--- config.mk ---
export PLATFORM = sky130hd
export DESIGN_NAME = lssr_top
export DESIGN_NICKNAME = d
export VERILOG_FILES = /design/src/inc/lssr_pkg.sv /design/src/core/lssr_err_counter.sv /design/src/core/lssr_monitor.sv /design/src/core/lssr_top.sv
export SDC_FILE = /design/constraint.sdc
export NUM_CORES = 1
export LEC_CHECK = 0
export BUFFER_PORTS_ARGS = -buffer_cell sky130_fd_sc_hd__buf_2
export CORE_MARGIN = 5
export CORE_UTILIZATION = 50
export DETAILED_ROUTE_END_ITERATION = 16
export PLACE_DENSITY_LB_ADDON = 0.25
export SETUP_SLACK_MARGIN = 0.02
export SLEW_MARGIN = 20
export SYNTH_ARGS = -nofsm -noshare
export SYNTH_HDL_FRONTEND = slang
export SYNTH_SLANG_ARGS = --single-unit
--- constraint.sdc ---
create_clock -name clk_i -period 3.8 [get_ports clk_i]
set_input_delay 0.19 -clock clk_i [delete_from_list [all_inputs] [get_ports clk_i]]
set_output_delay 0.19 -clock clk_i [all_outputs]
set_load 0.005 [all_outputs]
--- src/inc/lssr_pkg.sv ---
// Constants and carrier types for the link and sensor status register bank.
// Assumes a Wishbone slave with 32-bit data, one 8-bit register per aligned word.
package lssr_pkg;

    // ----------------------------------------
    // Register indices (byte address is four times the index)
    // ----------------------------------------
    localparam logic [7:0] IDX_BC_CONTROL = 8'h49;
    localparam logic [7:0] IDX_PIN_LEVELS = 8'h53;
    localparam logic [7:0] IDX_SELFTEST_ERRS = 8'h54;
    localparam logic [7:0] IDX_CRC_ERRS_LOW = 8'h55;
    localparam logic [7:0] IDX_CRC_ERRS_HIGH = 8'h56;
    localparam logic [7:0] IDX_ALARM_FLAGS = 8'h57;
    localparam logic [7:0] IDX_PIN0_CAPTURE = 8'h58;
    localparam logic [7:0] IDX_PIN1_CAPTURE = 8'h59;
    localparam logic [7:0] IDX_TEMP_CAPTURE = 8'h5A;

    // ----------------------------------------
    // Field positions
    // ----------------------------------------
    localparam int BC_SELFTEST_WIPE_BIT = 5;
    localparam int BC_SPARE_BIT = 4;
    localparam int BC_CRC_WIPE_BIT = 3;
    localparam int BC_TIMER_MSB = 2;
    localparam int FLAG_OVERTEMP_BIT = 5;
    localparam int FLAG_UNDERTEMP_BIT = 4;
    localparam int FLAG_PIN1_OVER_BIT = 3;
    localparam int FLAG_PIN1_UNDER_BIT = 2;
    localparam int FLAG_PIN0_OVER_BIT = 1;
    localparam int FLAG_PIN0_UNDER_BIT = 0;
    localparam int CAP_PEAK_LSB = 4;
    localparam int CAP_SPARE_HI_BIT = 7;
    localparam int CAP_SPARE_LO_BIT = 3;

    // ----------------------------------------
    // Widths and reset values
    // ----------------------------------------
    localparam int READING_W = 3;
    localparam int PIN_COUNT = 4;
    localparam int SELFTEST_CNT_W = 8;
    localparam int CRC_CNT_W = 16;
    localparam logic [2:0] PEAK_RESET = 3'h0;
    localparam logic [2:0] TROUGH_RESET = 3'h7;
    localparam logic [2:0] TIMER_RESET = 3'h0;
    localparam logic [7:0] BYTE_ZERO = 8'h00;
    localparam logic [31:0] WORD_ZERO = 32'h00000000;

    // One monitored quantity: present reading and its programmed limits
    typedef struct packed {
        logic [READING_W-1:0] reading;
        logic [READING_W-1:0] upper_limit;
        logic [READING_W-1:0] lower_limit;
    } lssr_sense_t;

    // What a monitor reports
    typedef struct packed {
        logic over_flag;
        logic under_flag;
        logic [READING_W-1:0] peak;
        logic [READING_W-1:0] trough;
    } lssr_alarm_t;

endpackage

--- src/core/lssr_err_counter.sv ---
// Saturating event counter with a synchronous wipe.
// Assumes inc_i is a one-cycle qualified event in the clk_i domain.
module lssr_err_counter #(
    parameter int WIDTH = 8
) (
    // Clock, reset, enable
    input wire logic clk_i,
    input wire logic rst_i,
    input wire logic ce_i,
    // Control
    input wire logic inc_i,
    input wire logic wipe_i,
    // Count
    output logic [WIDTH-1:0] count_o
);

    // ----------------------------------------
    // Counter
    // ----------------------------------------
    // An event in the wipe cycle is kept, so the count restarts at one
    always_ff @(posedge clk_i) begin
        if (rst_i) begin
            count_o <= '0;
        end else if (ce_i) begin
            if (wipe_i) begin
                count_o <= inc_i ? WIDTH'(1) : '0;
            end else if (inc_i && count_o != '1) begin
                count_o <= count_o + WIDTH'(1);
            end
        end
    end

endmodule

--- src/core/lssr_monitor.sv ---
// Alarm flags and alarm-time extremes for one monitored quantity.
// Assumes reading and limits are synchronous and steady for a cycle at least.
module lssr_monitor (
    // Clock, reset, enable
    input wire logic clk_i,
    input wire logic rst_i,
    input wire logic ce_i,
    // Sensing and read-clears
    input wire lssr_pkg::lssr_sense_t sense_i,
    input wire logic flag_clr_i,
    input wire logic cap_clr_i,
    // Result
    output lssr_pkg::lssr_alarm_t alarm_o
);

    logic above;
    logic below;
    logic over_r;
    logic under_r;
    logic [lssr_pkg::READING_W-1:0] peak_r;
    logic [lssr_pkg::READING_W-1:0] trough_r;

    assign above = sense_i.reading > sense_i.upper_limit;
    assign below = sense_i.reading < sense_i.lower_limit;
    assign alarm_o = {over_r, under_r, peak_r, trough_r};

    // ----------------------------------------
    // Sticky flags, set wins over read-clear
    // ----------------------------------------
    always_ff @(posedge clk_i) begin
        if (rst_i) begin
            over_r <= 1'b0;
            under_r <= 1'b0;
        end else if (ce_i) begin
            over_r <= (over_r & ~flag_clr_i) | above;
            under_r <= (under_r & ~flag_clr_i) | below;
        end
    end

    // ----------------------------------------
    // Extremes seen while in alarm
    // ----------------------------------------
    // A read restarts from the idle value but keeps the reading taken that cycle
    always_ff @(posedge clk_i) begin
        if (rst_i) begin
            peak_r <= lssr_pkg::PEAK_RESET;
            trough_r <= lssr_pkg::TROUGH_RESET;
        end else if (ce_i) begin
            if (cap_clr_i) begin
                peak_r <= above ? sense_i.reading : lssr_pkg::PEAK_RESET;
                trough_r <= below ? sense_i.reading : lssr_pkg::TROUGH_RESET;
            end else begin
                if (above && sense_i.reading > peak_r) begin
                    peak_r <= sense_i.reading;
                end
                if (below && sense_i.reading < trough_r) begin
                    trough_r <= sense_i.reading;
                end
            end
        end
    end

endmodule

--- src/core/lssr_top.sv ---
// Link and sensor status register bank, top level.
// Assumes a classic Wishbone master on clk_i and synchronous status inputs.
//
// Added by the designer: the Wishbone register port.

// What this block does
// - Pin status register shows four pin levels in bits 3:0, bits 7:4 zero.
// - Eight-bit count of return-link CRC errors while self test runs, reset zero.
// - Sixteen-bit CRC error count, reset zero, low byte then high byte register.
// - Alarm bit 5 sets when temperature exceeds upper limit; clears on read.
// - Alarm bit 4 sets when temperature falls below lower limit; clears on read.
// - Alarm bit 3 sets when pin 1 voltage exceeds upper limit; clears on read.
// - Alarm bit 2 sets when pin 1 voltage below lower limit; clears on read.
// - Alarm bit 1 sets when pin 0 voltage exceeds upper limit; clears on read.
// - Alarm bit 0 sets when pin 0 voltage below lower limit; clears on read.
// - Pin 0 capture bits 6:4 hold highest reading above limit; 0 idle, read clears.
// - Pin 0 capture bits 2:0 hold lowest reading below limit; 7 idle, read clears.
// - Pin 1 capture bits 6:4 hold highest reading above limit; 0 idle, read clears.
// - Pin 1 capture bits 2:0 hold lowest reading below limit; 7 idle, read clears.
// - Temperature capture bits 6:4 hold maximum above limit; 0 idle, read clears.
// - Temperature capture bits 2:0 hold minimum below limit; 7 idle, read clears.
// - Writing one to control bit 3 wipes CRC error count; bit self-clears.
// - Writing one to control bit 5 wipes self-test error count; bit self-clears.
// - CRC error count advances only while the return link is present.
module lssr_top (
    // Clock, reset, enable
    input wire logic clk_i,
    input wire logic rst_i,
    input wire logic ce_i,

    // Wishbone slave
    input wire logic [31:0] adr_i,
    input wire logic [31:0] dat_i,
    input wire logic [3:0] sel_i,
    input wire logic we_i,
    input wire logic cyc_i,
    input wire logic stb_i,
    output logic [31:0] dat_o,
    output logic ack_o,

    // Pin levels and return-link status
    input wire logic [lssr_pkg::PIN_COUNT-1:0] pin_level_bits_i,
    input wire logic return_link_present_i,
    input wire logic crc_error_i,
    input wire logic selftest_active_i,

    // Monitored quantities
    input wire lssr_pkg::lssr_sense_t temp_sense_i,
    input wire lssr_pkg::lssr_sense_t pin0_sense_i,
    input wire lssr_pkg::lssr_sense_t pin1_sense_i,

    // Link-detect timer setting
    output logic [lssr_pkg::BC_TIMER_MSB:0] link_det_timer_o
);

    // ----------------------------------------
    // Helpers
    // ----------------------------------------
    // Word index of a byte address, or zero when above the decoded window
    function automatic logic [7:0] word_index(input logic [31:0] adr);
        logic [7:0] idx;
        idx = adr[9:2];
        if (adr[31:10] != 22'h000000) begin
            idx = 8'h00;
        end
        return idx;
    endfunction

    // Capture register image: spare bits, peak and trough
    function automatic logic [7:0] capture_image(
        input logic spare_hi,
        input logic spare_lo,
        input lssr_pkg::lssr_alarm_t al
    );
        logic [7:0] img;
        img = lssr_pkg::BYTE_ZERO;
        img[lssr_pkg::CAP_SPARE_HI_BIT] = spare_hi;
        img[lssr_pkg::CAP_PEAK_LSB +: lssr_pkg::READING_W] = al.peak;
        img[lssr_pkg::CAP_SPARE_LO_BIT] = spare_lo;
        img[lssr_pkg::READING_W-1:0] = al.trough;
        return img;
    endfunction

    // Alarm flag register image, one bit per condition
    function automatic logic [7:0] flag_image(
        input lssr_pkg::lssr_alarm_t temp,
        input lssr_pkg::lssr_alarm_t pin1,
        input lssr_pkg::lssr_alarm_t pin0
    );
        logic [7:0] img;
        img = lssr_pkg::BYTE_ZERO;
        img[lssr_pkg::FLAG_OVERTEMP_BIT] = temp.over_flag;
        img[lssr_pkg::FLAG_UNDERTEMP_BIT] = temp.under_flag;
        img[lssr_pkg::FLAG_PIN1_OVER_BIT] = pin1.over_flag;
        img[lssr_pkg::FLAG_PIN1_UNDER_BIT] = pin1.under_flag;
        img[lssr_pkg::FLAG_PIN0_OVER_BIT] = pin0.over_flag;
        img[lssr_pkg::FLAG_PIN0_UNDER_BIT] = pin0.under_flag;
        return img;
    endfunction

    // ----------------------------------------
    // Bus decode
    // ----------------------------------------
    logic [7:0] idx;
    logic take;
    logic rd_take;
    logic wr_take;
    logic hit_ctrl;
    logic hit_flags;
    logic hit_pin0;
    logic hit_pin1;
    logic hit_temp;

    assign idx = word_index(adr_i);

    // Decoded once and shared by writes, read-clears and spare bits
    assign hit_ctrl = idx == lssr_pkg::IDX_BC_CONTROL;
    assign hit_flags = idx == lssr_pkg::IDX_ALARM_FLAGS;
    assign hit_pin0 = idx == lssr_pkg::IDX_PIN0_CAPTURE;
    assign hit_pin1 = idx == lssr_pkg::IDX_PIN1_CAPTURE;
    assign hit_temp = idx == lssr_pkg::IDX_TEMP_CAPTURE;

    // A request is taken once; ack_o blocks a second take of the same cycle
    assign take = ce_i & cyc_i & stb_i & ~ack_o;
    assign rd_take = take & ~we_i;
    // Only byte lane 0 carries data; a write without it is acknowledged and dropped
    assign wr_take = take & we_i & sel_i[0];

    // ----------------------------------------
    // Back-channel control register
    // ----------------------------------------
    logic crc_wipe_r;
    logic selftest_wipe_r;
    logic bc_spare_r;
    logic bc_write;

    assign bc_write = wr_take & hit_ctrl;

    // Wipe bits act for one cycle and then read back as zero
    always_ff @(posedge clk_i) begin
        if (rst_i) begin
            crc_wipe_r <= 1'b0;
            selftest_wipe_r <= 1'b0;
        end else if (ce_i) begin
            crc_wipe_r <= bc_write & dat_i[lssr_pkg::BC_CRC_WIPE_BIT];
            selftest_wipe_r <= bc_write & dat_i[lssr_pkg::BC_SELFTEST_WIPE_BIT];
        end
    end

    always_ff @(posedge clk_i) begin
        if (rst_i) begin
            bc_spare_r <= 1'b0;
            link_det_timer_o <= lssr_pkg::TIMER_RESET;
        end else if (ce_i && bc_write) begin
            bc_spare_r <= dat_i[lssr_pkg::BC_SPARE_BIT];
            link_det_timer_o <= dat_i[lssr_pkg::BC_TIMER_MSB:0];
        end
    end

    // ----------------------------------------
    // Error counters
    // ----------------------------------------
    logic [lssr_pkg::SELFTEST_CNT_W-1:0] selftest_errs;
    logic [lssr_pkg::CRC_CNT_W-1:0] crc_errs;
    logic selftest_inc;
    logic crc_inc;

    // Self test counting ignores link presence, so a test can run before the link is up
    assign selftest_inc = crc_error_i & selftest_active_i;
    assign crc_inc = crc_error_i & return_link_present_i;

    lssr_err_counter #(
        .WIDTH(lssr_pkg::SELFTEST_CNT_W)
    ) u_selftest_cnt (
        .clk_i(clk_i),
        .rst_i(rst_i),
        .ce_i(ce_i),
        .inc_i(selftest_inc),
        .wipe_i(selftest_wipe_r),
        .count_o(selftest_errs)
    );

    lssr_err_counter #(
        .WIDTH(lssr_pkg::CRC_CNT_W)
    ) u_crc_cnt (
        .clk_i(clk_i),
        .rst_i(rst_i),
        .ce_i(ce_i),
        .inc_i(crc_inc),
        .wipe_i(crc_wipe_r),
        .count_o(crc_errs)
    );

    // ----------------------------------------
    // Read-clear strobes
    // ----------------------------------------
    logic flags_clr;
    logic pin0_cap_clr;
    logic pin1_cap_clr;
    logic temp_cap_clr;

    // Clears act at the edge that snapshots the read data
    assign flags_clr = rd_take & hit_flags;
    assign pin0_cap_clr = rd_take & hit_pin0;
    assign pin1_cap_clr = rd_take & hit_pin1;
    assign temp_cap_clr = rd_take & hit_temp;

    // ----------------------------------------
    // Monitors
    // ----------------------------------------
    lssr_pkg::lssr_alarm_t temp_alarm;
    lssr_pkg::lssr_alarm_t pin0_alarm;
    lssr_pkg::lssr_alarm_t pin1_alarm;

    // All three share one flag-register clear, but each keeps its own extremes
    lssr_monitor u_temp_mon (
        .clk_i(clk_i),
        .rst_i(rst_i),
        .ce_i(ce_i),
        .sense_i(temp_sense_i),
        .flag_clr_i(flags_clr),
        .cap_clr_i(temp_cap_clr),
        .alarm_o(temp_alarm)
    );

    lssr_monitor u_pin0_mon (
        .clk_i(clk_i),
        .rst_i(rst_i),
        .ce_i(ce_i),
        .sense_i(pin0_sense_i),
        .flag_clr_i(flags_clr),
        .cap_clr_i(pin0_cap_clr),
        .alarm_o(pin0_alarm)
    );

    lssr_monitor u_pin1_mon (
        .clk_i(clk_i),
        .rst_i(rst_i),
        .ce_i(ce_i),
        .sense_i(pin1_sense_i),
        .flag_clr_i(flags_clr),
        .cap_clr_i(pin1_cap_clr),
        .alarm_o(pin1_alarm)
    );

    // ----------------------------------------
    // Spare read/write bits of the capture registers
    // ----------------------------------------
    logic [1:0] pin0_spare_r;
    logic [1:0] pin1_spare_r;
    logic [1:0] temp_spare_r;
    logic [1:0] spare_wdata;

    assign spare_wdata = {dat_i[lssr_pkg::CAP_SPARE_HI_BIT], dat_i[lssr_pkg::CAP_SPARE_LO_BIT]};

    // Capture fields themselves ignore writes
    always_ff @(posedge clk_i) begin
        if (rst_i) begin
            pin0_spare_r <= 2'h0;
            pin1_spare_r <= 2'h0;
            temp_spare_r <= 2'h0;
        end else if (ce_i && wr_take) begin
            if (hit_pin0) begin
                pin0_spare_r <= spare_wdata;
            end
            if (hit_pin1) begin
                pin1_spare_r <= spare_wdata;
            end
            if (hit_temp) begin
                temp_spare_r <= spare_wdata;
            end
        end
    end

    // ----------------------------------------
    // Read multiplexer
    // ----------------------------------------
    logic [7:0] rd_byte;

    always_comb begin
        rd_byte = lssr_pkg::BYTE_ZERO;
        case (idx)
            lssr_pkg::IDX_BC_CONTROL: begin
                rd_byte[lssr_pkg::BC_SPARE_BIT] = bc_spare_r;
                rd_byte[lssr_pkg::BC_TIMER_MSB:0] = link_det_timer_o;
            end
            lssr_pkg::IDX_PIN_LEVELS: begin
                rd_byte[lssr_pkg::PIN_COUNT-1:0] = pin_level_bits_i;
            end
            lssr_pkg::IDX_SELFTEST_ERRS: begin
                rd_byte = selftest_errs;
            end
            lssr_pkg::IDX_CRC_ERRS_LOW: begin
                rd_byte = crc_errs[7:0];
            end
            lssr_pkg::IDX_CRC_ERRS_HIGH: begin
                rd_byte = crc_errs[15:8];
            end
            lssr_pkg::IDX_ALARM_FLAGS: begin
                rd_byte = flag_image(temp_alarm, pin1_alarm, pin0_alarm);
            end
            lssr_pkg::IDX_PIN0_CAPTURE: begin
                rd_byte = capture_image(pin0_spare_r[1], pin0_spare_r[0], pin0_alarm);
            end
            lssr_pkg::IDX_PIN1_CAPTURE: begin
                rd_byte = capture_image(pin1_spare_r[1], pin1_spare_r[0], pin1_alarm);
            end
            lssr_pkg::IDX_TEMP_CAPTURE: begin
                rd_byte = capture_image(temp_spare_r[1], temp_spare_r[0], temp_alarm);
            end
            default: begin
                rd_byte = lssr_pkg::BYTE_ZERO;
            end
        endcase
    end

    // ----------------------------------------
    // Acknowledge and read data
    // ----------------------------------------
    // Unmapped addresses still answer, reading zero, so a master never hangs
    always_ff @(posedge clk_i) begin
        if (rst_i) begin
            ack_o <= 1'b0;
        end else if (ce_i) begin
            ack_o <= take;
        end
    end

    // Data is the image seen at the taking edge, before its own read-clear
    always_ff @(posedge clk_i) begin
        if (rst_i) begin
            dat_o <= lssr_pkg::WORD_ZERO;
        end else if (ce_i) begin
            if (rd_take) begin
                dat_o <= {24'h000000, rd_byte};
            end else if (take) begin
                dat_o <= lssr_pkg::WORD_ZERO;
            end
        end
    end

endmodule

---- Yosys cells after proc, flatten, opt, wreduce, memory -nomap -nowiden ----
Index checks and enable logic that the tools add are counted.
operators by class
  add/subtract/negate cells ............... 2
  $lt $le $gt $ge ......................... 12
  eq/ne operators ......................... 11
  muxes and demuxes ....................... 31
  bitwise logic cells ..................... 30
  reduce and logical (&&, ||, !) cells .... 32
operators with widths
  operator                 count
  $eq A8 B7 Y1 const B     9
  $mux W32                 2
  $mux W3                  18
  $mux W16                 2
  $pmux W3 S9              1
  $mux W8                  3
  $reduce_and A2 Y1        12
  $reduce_bool A22 Y1      1
  $and A1 B1 Y1            21
  $pmux W3 S7              1
  $gt A3 B3 Y1             6
  $lt A3 B3 Y1             6
  $reduce_bool A2 Y1       9
  $add A16 B1 Y16 const B  1
  $ne A16 B16 Y1 const B   1
  $pmux W1 S8              2
  $logic_and A1 B1 Y1      10
  $add A8 B1 Y8 const B    1
  $ne A8 B8 Y1 const B     1
  $or A1 B1 Y1             6
  $not A1 Y1               3
  $mux W1                  2
storage, ports and cells
  register bits after elaboration ......... 93
  input port bits ......................... 108
  output and inout port bits .............. 36

---- Longest topological paths before layout ----
Gate-level depths: netlist of run 1.
  depth after elaboration ................. 8
  depth in mapped cells ................... 7
  mapped depth without buffers ............ 7

---- Hierarchy ----
From an unflattened synthesis of run 1, not the netlist that was laid out.
unflattened totals
  cell total of the unflattened synthesis .. 636
  area total of the unflattened synthesis .. 5,236.3 sq um
modules (own cells, without submodules)
  module                             times used  cells each  area an instance (sq um)
  lssr_monitor                       3           79          646.9
  lssr_top                           1           227         1,811.7
  lssr_err_counter (u_crc_cnt)       1           113         989.7
  lssr_err_counter (u_selftest_cnt)  1           59          494.2

---- Least setup slack after synthesis of run 1 ----
Ideal clock, no wire load.
  path type ............................... register -> register
  start ................................... register u_pin1_mon.trough_r[1] (netlist bit)
  end ..................................... register u_pin1_mon.trough_r[0] (netlist bit)
  data arrival time ....................... 1.692 ns
  required time ........................... 3.728 ns
  setup slack ............................. 2.036 ns
  stages on the path, launching flop included .. 7
  buffers on the path ..................... 0
  cells stage by stage .................... dfxtp_1 > inv_1 > ha_1 > a21boi_0 > o21a_1 > o41ai_1 > mux2i_1
on the way
  word-level cells in the longest chain between the ends .. 4
RTL lines
  what                                 RTL line            RTL
  from (decl)                          lssr_monitor.sv:21  logic [lssr_pkg::READING_W-1:0] trough_r;
  from (signal assigned)               lssr_monitor.sv:47  trough_r <= lssr_pkg::TROUGH_RESET;
  from (signal assigned)               lssr_monitor.sv:51  trough_r <= below ? sense_i.reading : lssr_pkg::TROUGH_RESET;
  from (signal assigned)               lssr_monitor.sv:57  trough_r <= sense_i.reading;
  $lt A3 B3 Y1                         lssr_monitor.sv:56  if (below && sense_i.reading < trough_r) begin
  $logic_and A1 B1 Y1                  lssr_monitor.sv:56
  $reduce_bool A2 Y1 (no source line)  -
  $reduce_and A2 Y1 (no source line)   -
Every way passes these cells.
A chain may end at the register's enable or synchronous reset.

---- Final worst setup path of run 1 ----
  start ................................... register ack_o
  end ..................................... register u_pin1_mon.trough_r[0] (netlist bit)
on the way
  word-level cells in the longest chain between the ends .. 6
  elaborated cells between the ends (all ways) .. 7
RTL lines
  what                                 RTL line         RTL
  from (decl)                          lssr_top.sv:39   output logic ack_o,
  from (signal assigned)               lssr_top.sv:325  ack_o <= take;
  $not A1 Y1 (*)                       lssr_top.sv:124  assign take = ce_i & cyc_i & stb_i & ~ack_o;
  $and A1 B1 Y1 (*)                    lssr_top.sv:124
  $and A1 B1 Y1 (*)                    lssr_top.sv:125  assign rd_take = take & ~we_i;
  $and A1 B1 Y1 (*)                    lssr_top.sv:205  assign pin1_cap_clr = rd_take & hit_pin1;
  $reduce_bool A2 Y1 (no source line)  -
  $reduce_and A2 Y1 (no source line)   -
Mark *: on every way between the ends. The rest lies on a longest branch, timed or not.

==> impl_metrics.json, run 1 <==
{
  "status": "finished, final reports clean",
  "syn_to_final_growth_pct": 13.1,
  "end_kind": "register",
  "route.detailed.drc": 0,
  "cts.sinks": 69,
  "swShare_pct": 27.9,
  "hp-start": "dat_i[5]",
  "final.setup.tns_ps": 0,
  "worst_slack_ps": 1390,
  "synthFlopType": "dfxtp_1",
  "synth_top_family_by_area": "simple AND/OR/NAND/NOR gates",
  "fin_area_sq_mm": 0.00553,
  "portBuffers": 89,
  "clkTransAtPathRegs_ps": 80,
  "utilization_pct": 57.3,
  "drive_above_1_share_pct": 20.2,
  "r2r-end": "u_pin1_mon.trough_r[0]",
  "vias": 4563,
  "grt_pass1_wl_microns": 20700,
  "synth_simple_gate_area_share_pct": 23.3,
  "p_per_area_mw_per_mm2": 313,
  "start_util_pct": 50.7,
  "p_switching_mw": 0.484,
  "synth-xor-area-share_pct": 1.97,
  "viasPerCell": 5.85,
  "slew_headroom_pct": 35.5,
  "rrSetupSlack_ps": 1390,
  "cts_root_buf": "clkbuf_8",
  "ios": 144,
  "wl_per_cell_microns": 16.7,
  "rows": 36,
  "yosys.area_share.adder_pct": 8.19,
  "synth.distinct_cells": 70,
  "cts_buffers": 9,
  "antenna_cells": 0,
  "die_w_microns": 109,
  "p_int_mw": 1.25,
  "clkLatencyLatePin_ps": 350,
  "async_flop_share_pct": 0,
  "fp.dieH_microns": 109,
  "cts_resized": 0,
  "startpoint_type": "register",
  "cp_slowest_cell": "nor4_2",
  "setup_viol": 0,
  "ys_warn_count": 0,
  "hold_path_end": "selftest_wipe_r",
  "wirelength_microns": 13000,
  "synth-edff-count": 0,
  "holdPathStages": 3,
  "synth_area_leaders": "dfxtp_1 28%, ha_1 8.2%, mux2i_1 7.6%, buf_4 3.7%, nor2_1 3.4%",
  "synth.cell_area_sq_mm": 0.00489,
  "grt_pass1_vias": 4197,
  "place_area_sq_mm": 0.00530,
  "cts_setup_buffers": 0,
  "dr.pass1.iters": 5,
  "htreeDepth": 3,
  "ant_nets": 0,
  "pwr-share-seq_pct": 44.0,
  "crit_type": "reg -> reg",
  "crit_family": "simple AND/OR/NAND/NOR gates",
  "combPwrFrac_pct": 16.1,
  "vdd_drop_max_v": 0.000170,
  "path_cells": "nand4b_1, nor4_2, nand3_1, o41ai_1, mux2i_1",
  "die_area_sq_mm": 0.0119,
  "place_hpwl_microns": 9920,
  "maxCapViolCount": 0,
  "min_path_type": "in -> reg",
  "netlist.area_leader.share_pct": 28.3,
  "postSynthCellCount": 567,
  "synth_compound_area_share_pct": 19.2,
  "cp.arrival_ps": 2690,
  "post-route-period-util_pct": 63.3,
  "grt_usage_pct": 22.0,
  "p_clk_share_pct": 39.9,
  "slew_viol_final": 0,
  "core_sq_mm": 0.00964,
  "timing.critical_path.buf_inv": 0,
  "place_ws_ps": 1310,
  "max_stage_delay_ps": 670,
  "tightestPinTransition_ps": 956,
  "antenna_found_initial": 0,
  "critPathLaunch": "ack_o",
  "cts_tree": "yes",
  "timing.rr.start": "ack_o",
  "max-clock-path-buffers": 2,
  "seq_area_frac_synth_pct": 28.3,
  "max_freq_mhz": 416,
  "nets": 782,
  "ys_ff_latch": 69,
  "overflow": 0,
  "synthMuxAreaShare_pct": 10.1,
  "syn_area_per_cell_sq_um": 8.62,
  "period_needed_ps": 2410,
  "grt_max_degree": 46,
  "yosysTopAreaCell": "dfxtp_1",
  "crit_fanout": 14,
  "hold_viol": 0,
  "clock_skew_ps": 10.7,
  "first_iter_violations": 334,
  "p_leak_nw": 2.28,
  "required_ps": 4080,
  "routabilityCongestion": 0.835,
  "worstRegToRegCells": 5,
  "postCtsHoldBufs": 0,
  "rsz0062_at_grt": "false"
}
==> power groups by stage <==
stage               Clock [mW]  Sequential, mW  Combinational [mW]
global placement             0           0.778               0.264
detailed placement           0           0.779               0.276
floorplan                    0           0.772               0.200
CTS                      0.692           0.762               0.279
finish                   0.691           0.762               0.279
global route             0.727           0.765               0.314
==> cell usage in the layout, fill, tap and decap left out, types with 5 or more instances in the layout <==
cell type  instances
nand2_1           38
clkbuf_8          10
mux2i_1           37
nor4_1             6
ha_1              32
xnor2_1            9
a21oi_1           29
nand4_1           10
o22ai_1            5
or3_1              9
a31oi_1            6
a311oi_1           6
nand3_1           23
nor2b_1           10
nor2_1            44
conb_1            24
a22oi_1            7
inv_1             40
o21ai_0           21
nor4_2             5
o32a_1             7
o21a_1             5
o211ai_1           5
buf_2             89
dfxtp_1           69
a211oi_1           7
nand2b_1           8
nor3_1             8
==> sequential cells by signal, summed over array words and instances (netlist names), 2 cells and up <==
signal / cells
u_pin1_mon.trough_r: 3
link_det_timer_o: 3
pin1_spare_r: 2
dat_o: 8
u_crc_cnt.count_o: 16
u_selftest_cnt.count_o: 8
temp_spare_r: 2
u_pin0_mon.trough_r: 3
pin0_spare_r: 2
u_temp_mon.peak_r: 3
u_pin0_mon.peak_r: 3
u_temp_mon.trough_r: 3
u_pin1_mon.peak_r: 3
==> worst min-delay path: stages <==
cell and delay (ps):
buf_2 70, a22oi_1 50, nor2_1 70
==> cell usage after synthesis (6+ instances only) <==
| master | count |
|---|---|
| nor3_1 | 8 |
| nand4_1 | 10 |
| a31oi_1 | 6 |
| dfxtp_1 | 69 |
| ha_1 | 32 |
| buf_4 | 24 |
| nand2_1 | 38 |
| mux2i_1 | 37 |
| a311oi_1 | 6 |
| a22oi_1 | 7 |
| nor2b_1 | 10 |
| inv_1 | 40 |
| nor2_1 | 44 |
| or3_1 | 9 |
| xnor2_1 | 9 |
| nand3_1 | 23 |
| a211oi_1 | 7 |
| o32a_1 | 7 |
| nor4_1 | 6 |
| a21oi_1 | 29 |
| buf_2 | 10 |
| o21ai_0 | 21 |
| clkbuf_1 | 12 |
| nand2b_1 | 8 |
==> final cells by class <==
cell class / instances / area, sq um
clock inverters: 6 / 86.3
multi-input cells: 433 / 3160
well taps: 133 / 166
flip-flops and latches: 69 / 1380
fillers: 916 / 4110
repair buffers: 89 / 445
clock buffers: 10 / 138
inverters: 40 / 150
==> metal layers <==
layer,vias to the layer above,global-route usage [%],routed length [microns]
li1,2201,-,-
met1,2146,30.4,5860
met2,190,34.9,5950
met3,26,3.43,951
met4,0,7.39,259
met5,-,0,0
==> logic make-up after synthesis <==
group                      after synthesis
xor gates and xnor gates                11
other                                    1
buffers and inverters                   88
muxes                                   44
DFF                                     69
and+or+nand+nor                        188
adders and majority gates               32
AOI/OAI and AO/OA                      134
==> worst max-delay path by stage <==
stage | endpoint | slack, ps | cells past startpoint
global route | u_pin1_mon.trough_r[0] | 1190 | 5
global placement | u_pin1_mon.trough_r[1] | 1360 | 6
floorplan | u_pin1_mon.trough_r[0] | 2040 | 6
CTS | u_pin1_mon.trough_r[1] | 1450 | 5
detailed placement | u_pin1_mon.trough_r[2] | 1310 | 6
finish | u_pin1_mon.trough_r[0] | 1390 | 5
==> stage by stage <==
step	total power, mW	hold WS, ps	cells
final	1.73	69.4	780
after global routing	1.81	82.4	780
after CTS	1.73	65.2	780
after detailed placement	1.06	434	764
after global placement	1.04	426	764
after floorplan	0.972	334	590
No activity file was read; power rests on OpenSTA's default activity.
==> run 2, diff against run 1 <==
--- a/config.mk
+++ b/config.mk
@@ -5,9 +5,10 @@
 export SDC_FILE = /design/constraint.sdc
 export NUM_CORES = 1
 export LEC_CHECK = 0
+export ABC_AREA = 1
 export BUFFER_PORTS_ARGS = -buffer_cell sky130_fd_sc_hd__buf_2
 export CORE_MARGIN = 5
-export CORE_UTILIZATION = 50
+export CORE_UTILIZATION = 48
 export DETAILED_ROUTE_END_ITERATION = 16
 export PLACE_DENSITY_LB_ADDON = 0.25
 export SETUP_SLACK_MARGIN = 0.02
==> constraint.sdc (replaced) <==
create_clock -name clk_i -period 2.2 [get_ports clk_i]
set_input_delay 0.11 -clock clk_i [delete_from_list [all_inputs] [get_ports clk_i]]
set_output_delay 0.11 -clock clk_i [all_outputs]
set_load 0.005 [all_outputs]
==> run 2 against run 1 <==
Combinational power is 61% higher. Register-to-register slack worse by 1100 ps. Routed wire length grew 6.8%. Sequential power up 73%. Die area rose by 3.5%. Core utilization increased by 0.11 points. Critical endpoint is now u_crc_cnt.count_o[9]. Highest routed layer unchanged.
==> impl_metrics.json, run 2 <==
{
  "seq_area_frac_synth_pct": 28.4,
  "cts_setup_buffers": 0,
  "top_regs": "u_crc_cnt.count_o x16, dat_o x8, u_selftest_cnt.count_o x8",
  "route.detailed.drc": 0,
  "grt_max_degree": 26,
  "cts_root_buf": "clkbuf_8",
  "async_flop_share_pct": 0,
  "nets": 985,
  "worst_slack_ps": 293,
  "wl_per_cell_microns": 14.1,
  "cts_tree": "yes",
  "rows": 36,
  "required_ps": 2450,
  "utilization_pct": 57.4,
  "syn_area_per_cell_sq_um": 6.57,
  "clkLatencyLatePin_ps": 360,
  "antenna_cells": 0,
  "grt_usage_pct": 22.1,
  "slew_viol_final": 0,
  "yosysTopAreaCell": "dfxtp_1",
  "vdd_drop_max_v": 0.000222,
  "startpoint_type": "register",
  "netlist.area_leader.share_pct": 28.4,
  "cp.arrival_ps": 2160,
  "antenna_found_initial": 0,
  "clock_skew_ps": 9.83,
  "min_path_type": "in -> reg",
  "synth-edff-count": 0,
  "dr.pass1.iters": 7,
  "mostFrequentLayoutCell": "nand2_1",
  "p_leak_nw": 2.76,
  "htreeDepth": 3,
  "netlist_top_cells_count": "191 x nand2_1, 90 x inv_1, 81 x nor2_1, 69 x dfxtp_1, 51 x a21oi_1",
  "synth_area_leaders": "dfxtp_1 28%, nand2_1 15%, ha_1 8.2%, inv_1 6.9%, nor2_1 6.2%",
  "ios": 144,
  "grt_pass1_vias": 4854,
  "postSynthCellCount": 741,
  "setup_viol": 0,
  "clkTransAtPathRegs_ps": 80,
  "maxCapViolCount": 0,
  "place_hpwl_microns": 11200,
  "portBuffers": 89,
  "p_per_area_mw_per_mm2": 485,
  "drive_above_1_share_pct": 18.7,
  "synthFlopType": "dfxtp_1",
  "tightestPinTransition_ps": 781,
  "max_freq_mhz": 525,
  "holdWs_ps": 4.50,
  "start_util_pct": 49.6,
  "ys_ff_latch": 69,
  "ant_nets": 0,
  "cts_buffers": 9,
  "end_kind": "register",
  "die_area_sq_mm": 0.0123,
  "die_w_microns": 111,
  "layout_common_cells": "191 x nand2_1, 90 x inv_1, 89 x buf_2, 81 x nor2_1, 69 x dfxtp_1",
  "post-route-period-util_pct": 86.7,
  "synth.distinct_cells": 48,
  "synth.cell_area_sq_mm": 0.00487,
  "core_sq_mm": 0.00982,
  "hold_viol": 0,
  "max-clock-path-buffers": 2,
  "viasPerCell": 5.27,
  "status": "finished, final reports clean",
  "synth_most_common_cell": "nand2_1",
  "overflow": 0,
  "wirelength_microns": 13900,
  "fp.dieH_microns": 111,
  "first_iter_violations": 410,
  "vias": 5177,
  "crit_fanout": 9,
  "ys_warn_count": 0,
  "syn_to_final_growth_pct": 15.8,
  "place_ws_ps": 182,
  "crit_type": "reg -> reg",
  "slew_headroom_pct": 47.4,
  "period_needed_ps": 1910,
  "rsz0062_at_grt": "false",
  "top_register": "u_crc_cnt.count_o",
  "cts.sinks": 69,
  "largest_reg_flops": 16,
  "grt_pass1_wl_microns": 22800,
  "final.setup.tns_ps": 0,
  "routabilityCongestion": 0.917
}
[run 2: kinds of logic (layout without fill, tap and decap cells)]
| kind of cell | Yosys count | in the layout | synth area share, % |
|---|---|---|---|
| AOI/OAI and AO/OA | 124 | 124 | 15.0 |
| and+or+nand+nor | 382 | 382 | 35.7 |
| DFF | 69 | 69 | 28.4 |
| xor gates and xnor gates | 4 | 4 | 0.719 |
| adders and majority gates | 32 | 32 | 8.22 |
| other | 1 | 24 | 0.0770 |
| buffers and inverters | 129 | 214 | 11.9 |
[run 2: stage by stage]
step / total power, mW / instances / area [sq um]
finish: 2.73 / 982 / 5640
global route: 2.86 / 982 / 5640
CTS: 2.75 / 982 / 5630
detailed placement: 1.79 / 964 / 5430
global placement: 1.76 / 964 / 5430
floorplan: 1.64 / 764 / 4960
[run 2: what timing repair did]
action	in CTS	in global routing
gates resized for setup	0	2
hold endpoints to repair	3	0
setup endpoints to repair	0	4
hold buffers	3	0
[run 2: power by group]
part           leakage, nW  switching (mW)  total (mW)  internal (mW)
sequential           0.560          0.0343        1.32           1.29
combinational         2.11           0.265       0.448          0.184
clock               0.0884           0.498       0.963          0.465
total                 2.76           0.796        2.73           1.94
[run 2: final timing paths]
check	startpoint	to	slack [ps]	depth (start not counted)
worst max-delay path	u_crc_cnt.count_o[0]	u_crc_cnt.count_o[9]	290	13
worst min-delay path	dat_i[1]	link_det_timer_o[1]	5	3
worst max register to register	u_crc_cnt.count_o[0]	u_crc_cnt.count_o[9]	290	13
worst min register to register	dat_o[3]	dat_o[3]	470	2
[run 2: area by class of cell]
class / instances / area [sq um]
Sequential cell: 69 / 1380
Timing Repair Buffer: 102 / 551
Clock buffer: 12 / 155
Inverter: 97 / 364
Clock inverter: 3 / 21.3
Fill cell: 990 / 4180
Tap cell: 133 / 166
Multi-Input combinational cell: 566 / 3000
[run 2: layer usage]
layer | GRT usage, % | vias to the layer above | part of all wire, %
met5 | 0 | - | 0
li1 | - | 2570 | -
met1 | 28.0 | 2381 | 44
met3 | 4.31 | 25 | 6.9
met2 | 37.2 | 201 | 47
met4 | 8.37 | 0 | 2.1
[run 2: critical path: stages (launching register included)]
cell     delay (ps)
dfxtp_1         390
ha_2            230
nand2_1          70
nor3_2          200
nand2_1         110
nor2_1          100
nand2_1          50
nand3_1          70
nand2_2          60
buf_4           160
nand4_1         110
nor2_1           70
a21oi_1         120
nor3_1           60
